==> src/common/timing_strobe_pkg.sv <==
// constants shared by the timing strobe block and its mark qualifier
package timing_strobe_pkg;
	// ************************************************************
	// clock and timing
	// ************************************************************
	localparam int CLK_PERIOD_NS = 4;
	localparam int MARK_MIN_NS = 150;
	localparam int MARK_MIN_CYC = (MARK_MIN_NS + CLK_PERIOD_NS - 1) / CLK_PERIOD_NS;
	localparam int RST_MIN_US = 20;
	localparam int RST_MIN_CYC = (RST_MIN_US * 1000 + CLK_PERIOD_NS - 1) / CLK_PERIOD_NS;
	localparam logic [31:0] FREQ_STEP_MAX = 32'h33333333; // 50 MHz at 250 MHz
	// ************************************************************
	// register offsets
	// ************************************************************
	localparam logic [7:0] CTRL_OFS = 8'h00;
	localparam logic [7:0] TP_PERIOD_OFS = 8'h04;
	localparam logic [7:0] TP_WIDTH_OFS = 8'h08;
	localparam logic [7:0] FREQ_STEP_OFS = 8'h0C;
	localparam logic [7:0] STATUS_OFS = 8'h10;
	localparam logic [7:0] IRQ_STAT_OFS = 8'h14;
	localparam logic [7:0] IRQ_MASK_OFS = 8'h18;
	localparam logic [7:0] MARK_A_TIME_OFS = 8'h1C;
	localparam logic [7:0] MARK_B_TIME_OFS = 8'h20;
	localparam logic [7:0] TIME_NOW_OFS = 8'h24;
	// ************************************************************
	// control fields
	// ************************************************************
	localparam int CTRL_MARK_A_POL = 0;
	localparam int CTRL_MARK_B_POL = 1;
	localparam int CTRL_SERIAL3_EN = 2;
	localparam int CTRL_CAN_PORT_ONE_EN = 3;
	localparam int CTRL_TP_POL = 4;
	localparam int CTRL_FREQ_POL = 5;
	localparam int CTRL_TP_EN = 6;
	localparam int CTRL_FREQ_EN = 7;
	localparam int CTRL_W = 8;
	localparam logic [7:0] CTRL_RST = 8'hC0;
	localparam logic [31:0] TP_PERIOD_RST = 32'h0EE6B280;
	localparam logic [31:0] TP_WIDTH_RST = 32'h017D7840;
	localparam logic [31:0] FREQ_STEP_RST = 32'h00000000;
	// ************************************************************
	// interrupt and status fields
	// ************************************************************
	localparam int IRQ_MARK_A = 0;
	localparam int IRQ_MARK_B = 1;
	localparam int IRQ_TP_EDGE = 2;
	localparam int IRQ_POS_CHG = 3;
	localparam int IRQ_W = 4;
	localparam int ST_POS_VALID = 0;
	localparam int ST_TP_ACTIVE = 1;
	localparam int ST_EXT_RST = 2;
	localparam logic [1:0] RESP_OKAY = 2'h0;
	localparam logic [1:0] RESP_SLVERR = 2'h2;
endpackage : timing_strobe_pkg

==> src/design/mark_qualify.sv <==
// pin synchroniser with polarity select and minimum pulse width check
`timescale 1ns/1ns
module mark_qualify
	import timing_strobe_pkg::*;
#(
	parameter int MIN_CYC = MARK_MIN_CYC
) (
	input wire logic aclk,
	input wire logic rst_n,
	input wire logic pin_in,
	input wire logic active_high,
	input wire logic enable,
	output logic qual_pulse,
	output logic qual_level
);
	localparam int CW = $clog2(MIN_CYC + 1);
	localparam logic [CW-1:0] LAST = CW'(MIN_CYC - 1);
	localparam logic [CW-1:0] TOP = CW'(MIN_CYC);

	logic sync1_r;
	logic sync2_r;
	logic [CW-1:0] cnt_r;
	logic [CW-1:0] cnt_nxt;
	logic qual_pulse_r;
	logic qual_level_r;

	// ************************************************************
	// width qualification
	// ************************************************************
	// sync1_r feeds sync2_r only; everything else looks at sync2_r
	wire active = enable && (sync2_r == active_high);
	wire at_last = (cnt_r == LAST);
	assign cnt_nxt = !active ? '0 : (cnt_r == TOP) ? cnt_r : cnt_r + 1'b1;

	// two flops before any logic reads the pin
	always_ff @(posedge aclk) begin
		if (!rst_n) begin
			sync1_r <= 1'b1;
			sync2_r <= 1'b1;
		end else begin
			sync1_r <= pin_in;
			sync2_r <= sync1_r;
		end
	end

	// one pulse per qualified mark, level held while it lasts
	always_ff @(posedge aclk) begin
		if (!rst_n) begin
			cnt_r <= '0;
			qual_pulse_r <= 1'b0;
			qual_level_r <= 1'b0;
		end else begin
			cnt_r <= cnt_nxt;
			qual_pulse_r <= active && at_last;
			qual_level_r <= active && (cnt_r >= LAST);
		end
	end

	assign qual_pulse = qual_pulse_r;
	assign qual_level = qual_level_r;
endmodule : mark_qualify

==> src/design/timing_strobe_io.sv <==
// timing strobe unit: marks, time pulse, position valid, frequency output
//
// Decided for this implementation: the address map and the AXI4-Lite register port.
`timescale 1ns/1ns
// What this block does
// - marks longer than 150 ns raise records
// - mark polarity selectable, default active low
// - mark B pin becomes CAN one transmit
// - time pulse leading edge on satellite epoch
// - time pulse polarity, period, width programmable
// - position valid follows solution availability
// - reset low over 20 us resets block
// - frequency output zero to 50 MHz
// - frequency pin becomes CAN one receive
module timing_strobe_io
	import timing_strobe_pkg::*;
#(
	parameter int RST_CYC = RST_MIN_CYC
) (
	input wire logic aclk,
	input wire logic aresetn,
	input wire logic [7:0] s_axi_awaddr,
	input wire logic s_axi_awvalid,
	output logic s_axi_awready,
	input wire logic [31:0] s_axi_wdata,
	input wire logic [3:0] s_axi_wstrb,
	input wire logic s_axi_wvalid,
	output logic s_axi_wready,
	output logic [1:0] s_axi_bresp,
	output logic s_axi_bvalid,
	input wire logic s_axi_bready,
	input wire logic [7:0] s_axi_araddr,
	input wire logic s_axi_arvalid,
	output logic s_axi_arready,
	output logic [31:0] s_axi_rdata,
	output logic [1:0] s_axi_rresp,
	output logic s_axi_rvalid,
	input wire logic s_axi_rready,
	input wire logic ext_reset_n,
	input wire logic mark_input_a_in,
	output logic mark_input_a_out,
	output logic mark_input_a_oe,
	input wire logic mark_input_b_in,
	output logic mark_input_b_out,
	output logic mark_input_b_oe,
	input wire logic variable_freq_in,
	output logic variable_freq_out,
	output logic variable_freq_oe,
	input wire logic serial_three_txd,
	input wire logic can_one_txd,
	output logic can_one_rxd,
	input wire logic sat_time_epoch,
	input wire logic solution_valid,
	output logic time_pulse_out,
	output logic position_valid_out,
	output logic mark_a_position_record,
	output logic [31:0] mark_a_time_record,
	output logic mark_b_position_record,
	output logic [31:0] mark_b_time_record,
	output logic card_reset_out,
	output logic irq
);
	// ************************************************************
	// helpers
	// ************************************************************
	// byte-lane merge for partial writes
	function automatic logic [31:0] merge_bytes(input logic [31:0] old_v, input logic [31:0] new_v,
		input logic [3:0] strb);
		logic [31:0] res;
		res = old_v;
		for (int i = 0; i < 4; i++) begin
			if (strb[i]) begin
				res[i*8 +: 8] = new_v[i*8 +: 8];
			end
		end
		return res;
	endfunction : merge_bytes

	// true when the address names a register of this block
	function automatic logic is_mapped(input logic [7:0] a);
		return (a[1:0] == 2'h0) && (a <= TIME_NOW_OFS);
	endfunction : is_mapped

	logic ext_rst_lvl;
	logic [CTRL_W-1:0] ctrl_r;
	logic [31:0] tp_period_r;
	logic [31:0] tp_width_r;
	logic [31:0] freq_step_r;
	logic [IRQ_W-1:0] irq_stat_r;
	logic [IRQ_W-1:0] irq_mask_r;
	logic [31:0] time_now_r;
	logic [31:0] tp_cnt_r;
	logic [31:0] tp_cnt_nxt;
	logic [31:0] nco_r;
	logic tp_out_r;
	logic tp_act_r;
	logic pos_valid_r;
	logic freq_out_r;
	logic can_rx1_r;
	logic can_rx2_r;
	logic [31:0] mark_a_time_r;
	logic [31:0] mark_b_time_r;
	logic bvalid_r;
	logic [1:0] bresp_r;
	logic rvalid_r;
	logic [1:0] rresp_r;
	logic [31:0] rdata_r;
	logic mark_a_stb;
	logic mark_b_stb;

	// ************************************************************
	// reset qualification and marks
	// ************************************************************
	// external reset counts only after a low stretch of RST_CYC cycles
	mark_qualify #(.MIN_CYC(RST_CYC)) u_ext_rst (
		.aclk(aclk),
		.rst_n(aresetn),
		.pin_in(ext_reset_n),
		.active_high(1'b0),
		.enable(1'b1),
		.qual_pulse(),
		.qual_level(ext_rst_lvl)
	);

	wire blk_rst_n = aresetn && !ext_rst_lvl;
	wire serial3_en = ctrl_r[CTRL_SERIAL3_EN];
	wire can_port_one_en = ctrl_r[CTRL_CAN_PORT_ONE_EN];

	// mark A qualifier, silenced while the pin carries serial data
	mark_qualify #(.MIN_CYC(MARK_MIN_CYC)) u_mark_a (
		.aclk(aclk),
		.rst_n(blk_rst_n),
		.pin_in(mark_input_a_in),
		.active_high(ctrl_r[CTRL_MARK_A_POL]),
		.enable(!serial3_en),
		.qual_pulse(mark_a_stb),
		.qual_level()
	);

	// mark B qualifier, silenced while the pin carries CAN transmit
	mark_qualify #(.MIN_CYC(MARK_MIN_CYC)) u_mark_b (
		.aclk(aclk),
		.rst_n(blk_rst_n),
		.pin_in(mark_input_b_in),
		.active_high(ctrl_r[CTRL_MARK_B_POL]),
		.enable(!can_port_one_en),
		.qual_pulse(mark_b_stb),
		.qual_level()
	);

	// ************************************************************
	// register bus decode
	// ************************************************************
	// address and data are taken together; one write outstanding
	wire wr_take = s_axi_awvalid && s_axi_wvalid && !bvalid_r;
	wire rd_take = s_axi_arvalid && !rvalid_r;
	wire [7:0] wa = s_axi_awaddr;
	wire wr_ctrl = wr_take && wa == CTRL_OFS;
	wire wr_per = wr_take && wa == TP_PERIOD_OFS;
	wire wr_wid = wr_take && wa == TP_WIDTH_OFS;
	wire wr_step = wr_take && wa == FREQ_STEP_OFS;
	wire wr_istat = wr_take && wa == IRQ_STAT_OFS && s_axi_wstrb[0];
	wire wr_imask = wr_take && wa == IRQ_MASK_OFS && s_axi_wstrb[0];
	wire [31:0] ctrl_wide = merge_bytes({24'h0, ctrl_r}, s_axi_wdata, s_axi_wstrb);
	wire [IRQ_W-1:0] w1c = wr_istat ? s_axi_wdata[IRQ_W-1:0] : '0;
	wire [IRQ_W-1:0] irq_ev = {pos_valid_r != solution_valid, tp_act_r == 1'b0 && tp_cnt_nxt == 32'h0
		&& ctrl_r[CTRL_TP_EN], mark_b_stb, mark_a_stb};
	wire [2:0] status_v = {ext_rst_lvl, tp_act_r, pos_valid_r};
	wire [31:0] step_clamp = (freq_step_r > FREQ_STEP_MAX) ? FREQ_STEP_MAX : freq_step_r;

	assign s_axi_awready = wr_take;
	assign s_axi_wready = wr_take;
	assign s_axi_arready = rd_take;

	// read mux, reserved bits read zero
	logic [31:0] rd_mux;
	always_comb begin
		rd_mux = 32'h0;
		unique case (s_axi_araddr)
			CTRL_OFS: rd_mux = {24'h0, ctrl_r};
			TP_PERIOD_OFS: rd_mux = tp_period_r;
			TP_WIDTH_OFS: rd_mux = tp_width_r;
			FREQ_STEP_OFS: rd_mux = freq_step_r;
			STATUS_OFS: rd_mux = {29'h0, status_v};
			IRQ_STAT_OFS: rd_mux = {28'h0, irq_stat_r};
			IRQ_MASK_OFS: rd_mux = {28'h0, irq_mask_r};
			MARK_A_TIME_OFS: rd_mux = mark_a_time_r;
			MARK_B_TIME_OFS: rd_mux = mark_b_time_r;
			TIME_NOW_OFS: rd_mux = time_now_r;
			default: rd_mux = 32'h0;
		endcase
	end

	// ************************************************************
	// register bus responses
	// ************************************************************
	// bus channels reset by aresetn only, so a pin reset never breaks a transfer
	always_ff @(posedge aclk) begin
		if (!aresetn) begin
			bvalid_r <= 1'b0;
			bresp_r <= RESP_OKAY;
			rvalid_r <= 1'b0;
			rresp_r <= RESP_OKAY;
			rdata_r <= 32'h0;
		end else begin
			if (wr_take) begin
				bvalid_r <= 1'b1;
				bresp_r <= is_mapped(wa) ? RESP_OKAY : RESP_SLVERR;
			end else if (s_axi_bready) begin
				bvalid_r <= 1'b0;
			end
			if (rd_take) begin
				rvalid_r <= 1'b1;
				rresp_r <= is_mapped(s_axi_araddr) ? RESP_OKAY : RESP_SLVERR;
				rdata_r <= rd_mux;
			end else if (s_axi_rready) begin
				rvalid_r <= 1'b0;
			end
		end
	end

	assign s_axi_bvalid = bvalid_r;
	assign s_axi_bresp = bresp_r;
	assign s_axi_rvalid = rvalid_r;
	assign s_axi_rresp = rresp_r;
	assign s_axi_rdata = rdata_r;

	// ************************************************************
	// configuration registers
	// ************************************************************
	// factory defaults: marks active low, pulse and frequency active low
	always_ff @(posedge aclk) begin
		if (!blk_rst_n) begin
			ctrl_r <= CTRL_RST;
			tp_period_r <= TP_PERIOD_RST;
			tp_width_r <= TP_WIDTH_RST;
			freq_step_r <= FREQ_STEP_RST;
			irq_mask_r <= '0;
		end else begin
			if (wr_ctrl) ctrl_r <= ctrl_wide[CTRL_W-1:0];
			if (wr_per) tp_period_r <= merge_bytes(tp_period_r, s_axi_wdata, s_axi_wstrb);
			if (wr_wid) tp_width_r <= merge_bytes(tp_width_r, s_axi_wdata, s_axi_wstrb);
			if (wr_step) freq_step_r <= merge_bytes(freq_step_r, s_axi_wdata, s_axi_wstrb);
			if (wr_imask) irq_mask_r <= s_axi_wdata[IRQ_W-1:0];
		end
	end

	// sticky events; a new event beats a clear in the same cycle
	always_ff @(posedge aclk) begin
		if (!blk_rst_n) begin
			irq_stat_r <= '0;
		end else begin
			irq_stat_r <= (irq_stat_r & ~w1c) | irq_ev;
		end
	end

	assign irq = |(irq_stat_r & irq_mask_r);

	// ************************************************************
	// time base and mark records
	// ************************************************************
	// free time count, captured on each qualified mark
	always_ff @(posedge aclk) begin
		if (!blk_rst_n) begin
			time_now_r <= 32'h0;
			mark_a_time_r <= 32'h0;
			mark_b_time_r <= 32'h0;
		end else begin
			time_now_r <= time_now_r + 32'h1;
			if (mark_a_stb) mark_a_time_r <= time_now_r;
			if (mark_b_stb) mark_b_time_r <= time_now_r;
		end
	end

	assign mark_a_position_record = mark_a_stb;
	assign mark_b_position_record = mark_b_stb;
	assign mark_a_time_record = mark_a_time_r;
	assign mark_b_time_record = mark_b_time_r;

	// ************************************************************
	// time pulse
	// ************************************************************
	// epoch restarts the period so the leading edge lands on it
	assign tp_cnt_nxt = sat_time_epoch ? 32'h0 :
		(tp_cnt_r + 32'h1 >= tp_period_r) ? 32'h0 : tp_cnt_r + 32'h1;
	wire tp_act_nxt = ctrl_r[CTRL_TP_EN] && (tp_cnt_nxt < tp_width_r);

	always_ff @(posedge aclk) begin
		if (!blk_rst_n) begin
			tp_cnt_r <= 32'h0;
			tp_act_r <= 1'b0;
			tp_out_r <= 1'b1;
		end else begin
			tp_cnt_r <= tp_cnt_nxt;
			tp_act_r <= tp_act_nxt;
			tp_out_r <= ctrl_r[CTRL_TP_POL] ? tp_act_nxt : !tp_act_nxt;
		end
	end

	assign time_pulse_out = tp_out_r;

	// ************************************************************
	// frequency output, shared pins, position valid
	// ************************************************************
	// phase accumulator; msb gives the square wave, zero step holds still
	wire [31:0] nco_nxt = nco_r + step_clamp;
	wire freq_act = ctrl_r[CTRL_FREQ_EN] && nco_nxt[31];

	always_ff @(posedge aclk) begin
		if (!blk_rst_n) begin
			nco_r <= 32'h0;
			freq_out_r <= 1'b1;
			pos_valid_r <= 1'b0;
			can_rx1_r <= 1'b1;
			can_rx2_r <= 1'b1;
		end else begin
			nco_r <= nco_nxt;
			freq_out_r <= ctrl_r[CTRL_FREQ_POL] ? freq_act : !freq_act;
			pos_valid_r <= solution_valid;
			can_rx1_r <= variable_freq_in;
			can_rx2_r <= can_rx1_r;
		end
	end

	// pin ownership follows the port enables
	assign mark_input_a_out = serial3_en ? serial_three_txd : 1'b0;
	assign mark_input_a_oe = serial3_en;
	assign mark_input_b_out = can_port_one_en ? can_one_txd : 1'b0;
	assign mark_input_b_oe = can_port_one_en;
	assign variable_freq_out = freq_out_r;
	assign variable_freq_oe = !can_port_one_en;
	assign can_one_rxd = can_port_one_en ? can_rx2_r : 1'b1;
	assign position_valid_out = pos_valid_r;
	assign card_reset_out = ext_rst_lvl;
endmodule : timing_strobe_io

==> config.mk <==
export PLATFORM = sky130hd
export DESIGN_NAME = timing_strobe_io
export DESIGN_NICKNAME = d
export VERILOG_FILES = /design/src/common/timing_strobe_pkg.sv /design/src/design/mark_qualify.sv /design/src/design/timing_strobe_io.sv
export SDC_FILE = /design/constraint.sdc
export NUM_CORES = 1
export LEC_CHECK = 0
export BUFFER_PORTS_ARGS = -buffer_cell sky130_fd_sc_hd__clkbuf_2
export CORE_ASPECT_RATIO = 0.8
export CORE_UTILIZATION = 51
export DETAILED_ROUTE_END_ITERATION = 10
export MAX_ROUTING_LAYER = met4
export PLACE_DENSITY_LB_ADDON = 0.08
export SLEW_MARGIN = 20
export SYNTH_ARGS = -nofsm -noshare
export SYNTH_HDL_FRONTEND = slang
export SYNTH_SLANG_ARGS = --single-unit
==> constraint.sdc <==
create_clock -name aclk -period 5.5 [get_ports aclk]
set_input_delay 1.1 -clock aclk [delete_from_list [all_inputs] [get_ports aclk]]
set_output_delay 1.1 -clock aclk [all_outputs]
set_load 0.02 [all_outputs]
==> PnR_summary.wiki <==
{| class="wikitable"
! Metric !! Value
|-
| Worst hold stages || 1
|-
| Clock Root Buffer || sky130_fd_sc_hd__clkbuf_16
|-
| Most common cell after layout, fill and taps aside || sky130_fd_sc_hd__dfxtp_1
|-
| Number of pins with negative max-slew slack in the final report || 0
|-
| Crit share post-route || 0.946
|-
| HPWL after detailed placement || 40400 um
|-
| Detail Route Antenna Nets || 0
|-
| Number of cell rows || 60
|-
| Combined global-route utilization of all metal layers || 0.325
|-
| Worst-path cell with the longest stage delay || sky130_fd_sc_hd__a2111oi_4
|-
| Flip-flop and latch count after synthesis || roughly 350
|-
| Synthesis Warnings || 0
|-
| First-pass detailed-route iteration total || 6
|-
| Drc violations || 0
|-
| Power per Cell Area || 257 nW/um^2
|-
| Share of flip-flops with an asynchronous set or reset after synthesis || 0
|-
| Count of routing violations after the opening detailed-route iteration || roughly 1500
|-
| Number of enable-type register cells in the synthesized netlist || 0
|-
| Setup slack, reg-to-reg || between 0.2 and 0.3 ns
|-
| P_leak || 0.00889 uW
|-
| Worst setup slack before clock tree synthesis || about 0.15 ns
|-
| Max-cap check violation count || 0
|-
| Post-route worst setup slack || between 0.2 and 0.3 ns
|-
| Die Footprint || around 36000 sq um
|-
| Finished Core Util || 0.601
|-
| Maximum number of pins on one net before global-route repair || 208
|-
| Delay contributed by the slowest stage of the critical path || between 0.3 and 0.4 ns
|-
| Final hold violation count || 0
|-
| Number of placed instances, taps included || between 2000 and 3000
|-
| Clock latency on the worst-skew pair || about 0.54 ns
|-
| Ports || 185
|-
| Via count of the first global-routing pass || 15300
|-
| Sequential area share after synthesis || 0.390
|-
| Capturing element type of the critical path || register
|-
| Final nets || between 2000 and 2500
|-
| Min cycle time layout || ~5.2 ns
|-
| Worst-Margin Slew || 1.07 ns
|-
| Synthesized area || about 18000 sq um
|-
| Aggregate routed wire length || approximately 57000 um
|-
| Number of cells traversed by the worst register-to-register path || 25
|-
| Category of the most critical setup path || register to register
|-
| Number of buffers inserted during clock tree synthesis || 37
|-
| Cell variety after synth || 74
|-
| Chip Height || approximately 170 um
|-
| Buffers from clock root to sink, at most || 3
|-
| Post-Layout Cell Count || 2799
|-
| Average wire per cell in the routed design || about 20 um
|-
| Highest Clock Rate || about 190 MHz
|-
| Count of endpoints failing setup in the final report || 0
|-
| Largest fanout on the critical path || 7
|-
| Detailed-route vias per instance || 5.88
|-
| Number of vias in the routed layout || 16500
|-
| Storage element area || between 6000 and 7000 sq um
|-
| Largest vdd supply drop || ~0.22 mV
|-
| Number of sinks driven by the clock tree || 348
|-
| Number of fill cells || ~3200
|-
| Placer Congestion || around 0.97
|-
| Initial Utilization || 0.524
|-
| Wire length of the first global-routing pass || roughly 88000 um
|-
| Layout cell share with drive strength beyond 1 || 0.133
|-
| Top library cells by usage in the layout, fill and taps aside || sky130_fd_sc_hd__dfxtp_1, sky130_fd_sc_hd__nor2_1, sky130_fd_sc_hd__nand2_1, sky130_fd_sc_hd__nand3_1, sky130_fd_sc_hd__clkbuf_2
|-
| Combined area of the multi-input logic cells || ~10000 sq um
|-
| Core area || approximately 34000 sq um
|-
| Global route total overflow || 0
|-
| Post-synthesis to final-layout area growth || 14.6%
|-
| Depth of the CTS H-tree || 2
|-
| DIE WIDTH || approximately 210 um
|-
| Max transition margin || 0.286
|-
| Clk_skew || approximately 0.017 ns
|-
| CP startpoint kind || register
|-
| CP arrival || approximately 5.7 ns
|-
| Antenna violations before repair || 2
|-
| Number of I/O port buffers || 182
|-
| Result of the run || complete, no violations
|-
| Dominant synthesized flop cell || sky130_fd_sc_hd__dfxtp_1
|-
| Critical path required time || slightly below 6 ns
|-
| TritonCTS clock tree || built
|-
| Number of cells produced by synthesis || roughly 2200
|-
| Number of hold buffers added after cts || 0
|-
| Min-delay worst type || register to register
|-
| Clock slew at the register clock pins of the worst setup and hold paths || roughly 0.06 ns
|-
| Crit-path most repeated cell || sky130_fd_sc_hd__a21o_1
|-
| Post-Syn Area per Cell || around 8.2 sq um
|}
logic make-up (layout without fill, tap and decap cells):
group | count (synthesis) | after routing | share of synthesized area
mux | 82 | 82 | 0.0459
simple gates | 918 | 918 | 0.241
compound gates | 380 | 380 | 0.147
flops | 348 | 348 | 0.390
xor+xnor | 100 | 100 | 0.0499
other cells | 1 | 4 | 0.000210
fa+ha+maj | 105 | 105 | 0.0740
buf+inv | 236 | 397 | 0.0518
cell usage after synthesis (all sizes together), types with 5 or more instances:
library cell / instances / share of area
xor2: 56 / 0.028
a211oi: 14 / 0.0064
o211ai: 10 / 0.0045
and3: 19 / 0.0067
nor2: 258 / 0.054
nand3: 192 / 0.054
buf: 24 / 0.0071
and2: 34 / 0.012
xnor2: 44 / 0.022
mux2i: 82 / 0.046
a21o: 33 / 0.014
a21oi: 130 / 0.037
nand2: 243 / 0.051
ha: 104 / 0.073
and4: 16 / 0.0078
nor2b: 36 / 0.013
o21ai: 35 / 0.0098
a222oi: 25 / 0.014
o21a: 10 / 0.0042
nand2b: 26 / 0.0091
clkbuf: 98 / 0.021
nand4: 26 / 0.0091
a22oi: 52 / 0.022
inv: 114 / 0.024
nand3b: 5 / 0.0021
or3: 20 / 0.0070
dfxtp: 348 / 0.39
nor3: 23 / 0.0067
nor4: 5 / 0.0018
a221o: 5 / 0.0028
a22o: 28 / 0.014
metrics by stage:
step                TNS (ns)  power (uW)  instance area (sq um)  hold WS (ns)
floorplan                  0        2720                  17900         0.386
global placement           0        2800                  19200         0.390
detailed placement         0        2810                  19200         0.396
CTS                        0        5300                  20400         0.409
global route         -0.0316        5430                  20500         0.438
finish                     0        5270                  20500         0.405
critical path, delay by kind of cell, from the launching register on:
kind,cells,cell delay [ns]
AO/OA/AOI/OAI,11,2.01
XOR/XNOR,1,0.32
adder cells (fa/ha/maj),3,0.77
buffers and inverters,3,0.39
flip-flops,1,0.37
multiplexers,1,0.18
AND/OR/NAND/NOR,6,1.09
where the power goes:
| group | switching (uW) | internal [uW] | leakage (uW) |
|---|---|---|---|
| Clock | 1040 | 1470 | 0.000596 |
| Sequential | 13.8 | 2530 | 0.00281 |
| Combinational | 145 | 63.2 | 0.00548 |
area by class of cell:
cell class,count,area share
diodes,1,0.000122
clock buffers,57,0.0559
clock inverters,6,0.00287
inverters,114,0.0209
multi-input cells,1588,0.492
flip-flops and latches,348,0.340
well taps,465,0.0284
repair buffers,220,0.0590
per-layer routing:
layer | vias up | GRT usage | wire, um
li1 | 7836 | - | -
met1 | 7891 | 0.458 | 26300
met2 | 656 | 0.481 | 24400
met3 | 88 | 0.0555 | 4860
met4 | 0 | 0.0825 | 1240
met5 | - | - | 0
flip-flops by register name (all words and copies together) (netlist names), 6 cells and up:
name                cells
u_mark_a.cnt_r          6
mark_a_time_record     32
freq_step_r            32
tp_cnt_r               32
s_axi_rdata            32
mark_b_time_record     32
u_ext_rst.cnt_r        13
time_now_r             32
nco_r                  32
u_mark_b.cnt_r          6
tp_width_r             32
ctrl_r                  8
tp_period_r            32
path summary, 6_finish.rpt:
path / from / end
worst min-delay path: u_mark_a.sync1_r / u_mark_a.sync2_r
worst max register to register: tp_cnt_r[0] / time_pulse_out
worst max-delay path: tp_cnt_r[0] / time_pulse_out
worst min register to register: u_mark_a.sync1_r / u_mark_a.sync2_r
repair_timing:
| item | in CTS | in global routing |
|---|---|---|
| resized for setup | 0 | 12 |
| buffers inserted | 0 | 8 |
| endpoints found under the setup margin | 0 | 2 |
No activity file was read; power rests on OpenSTA's default activity.
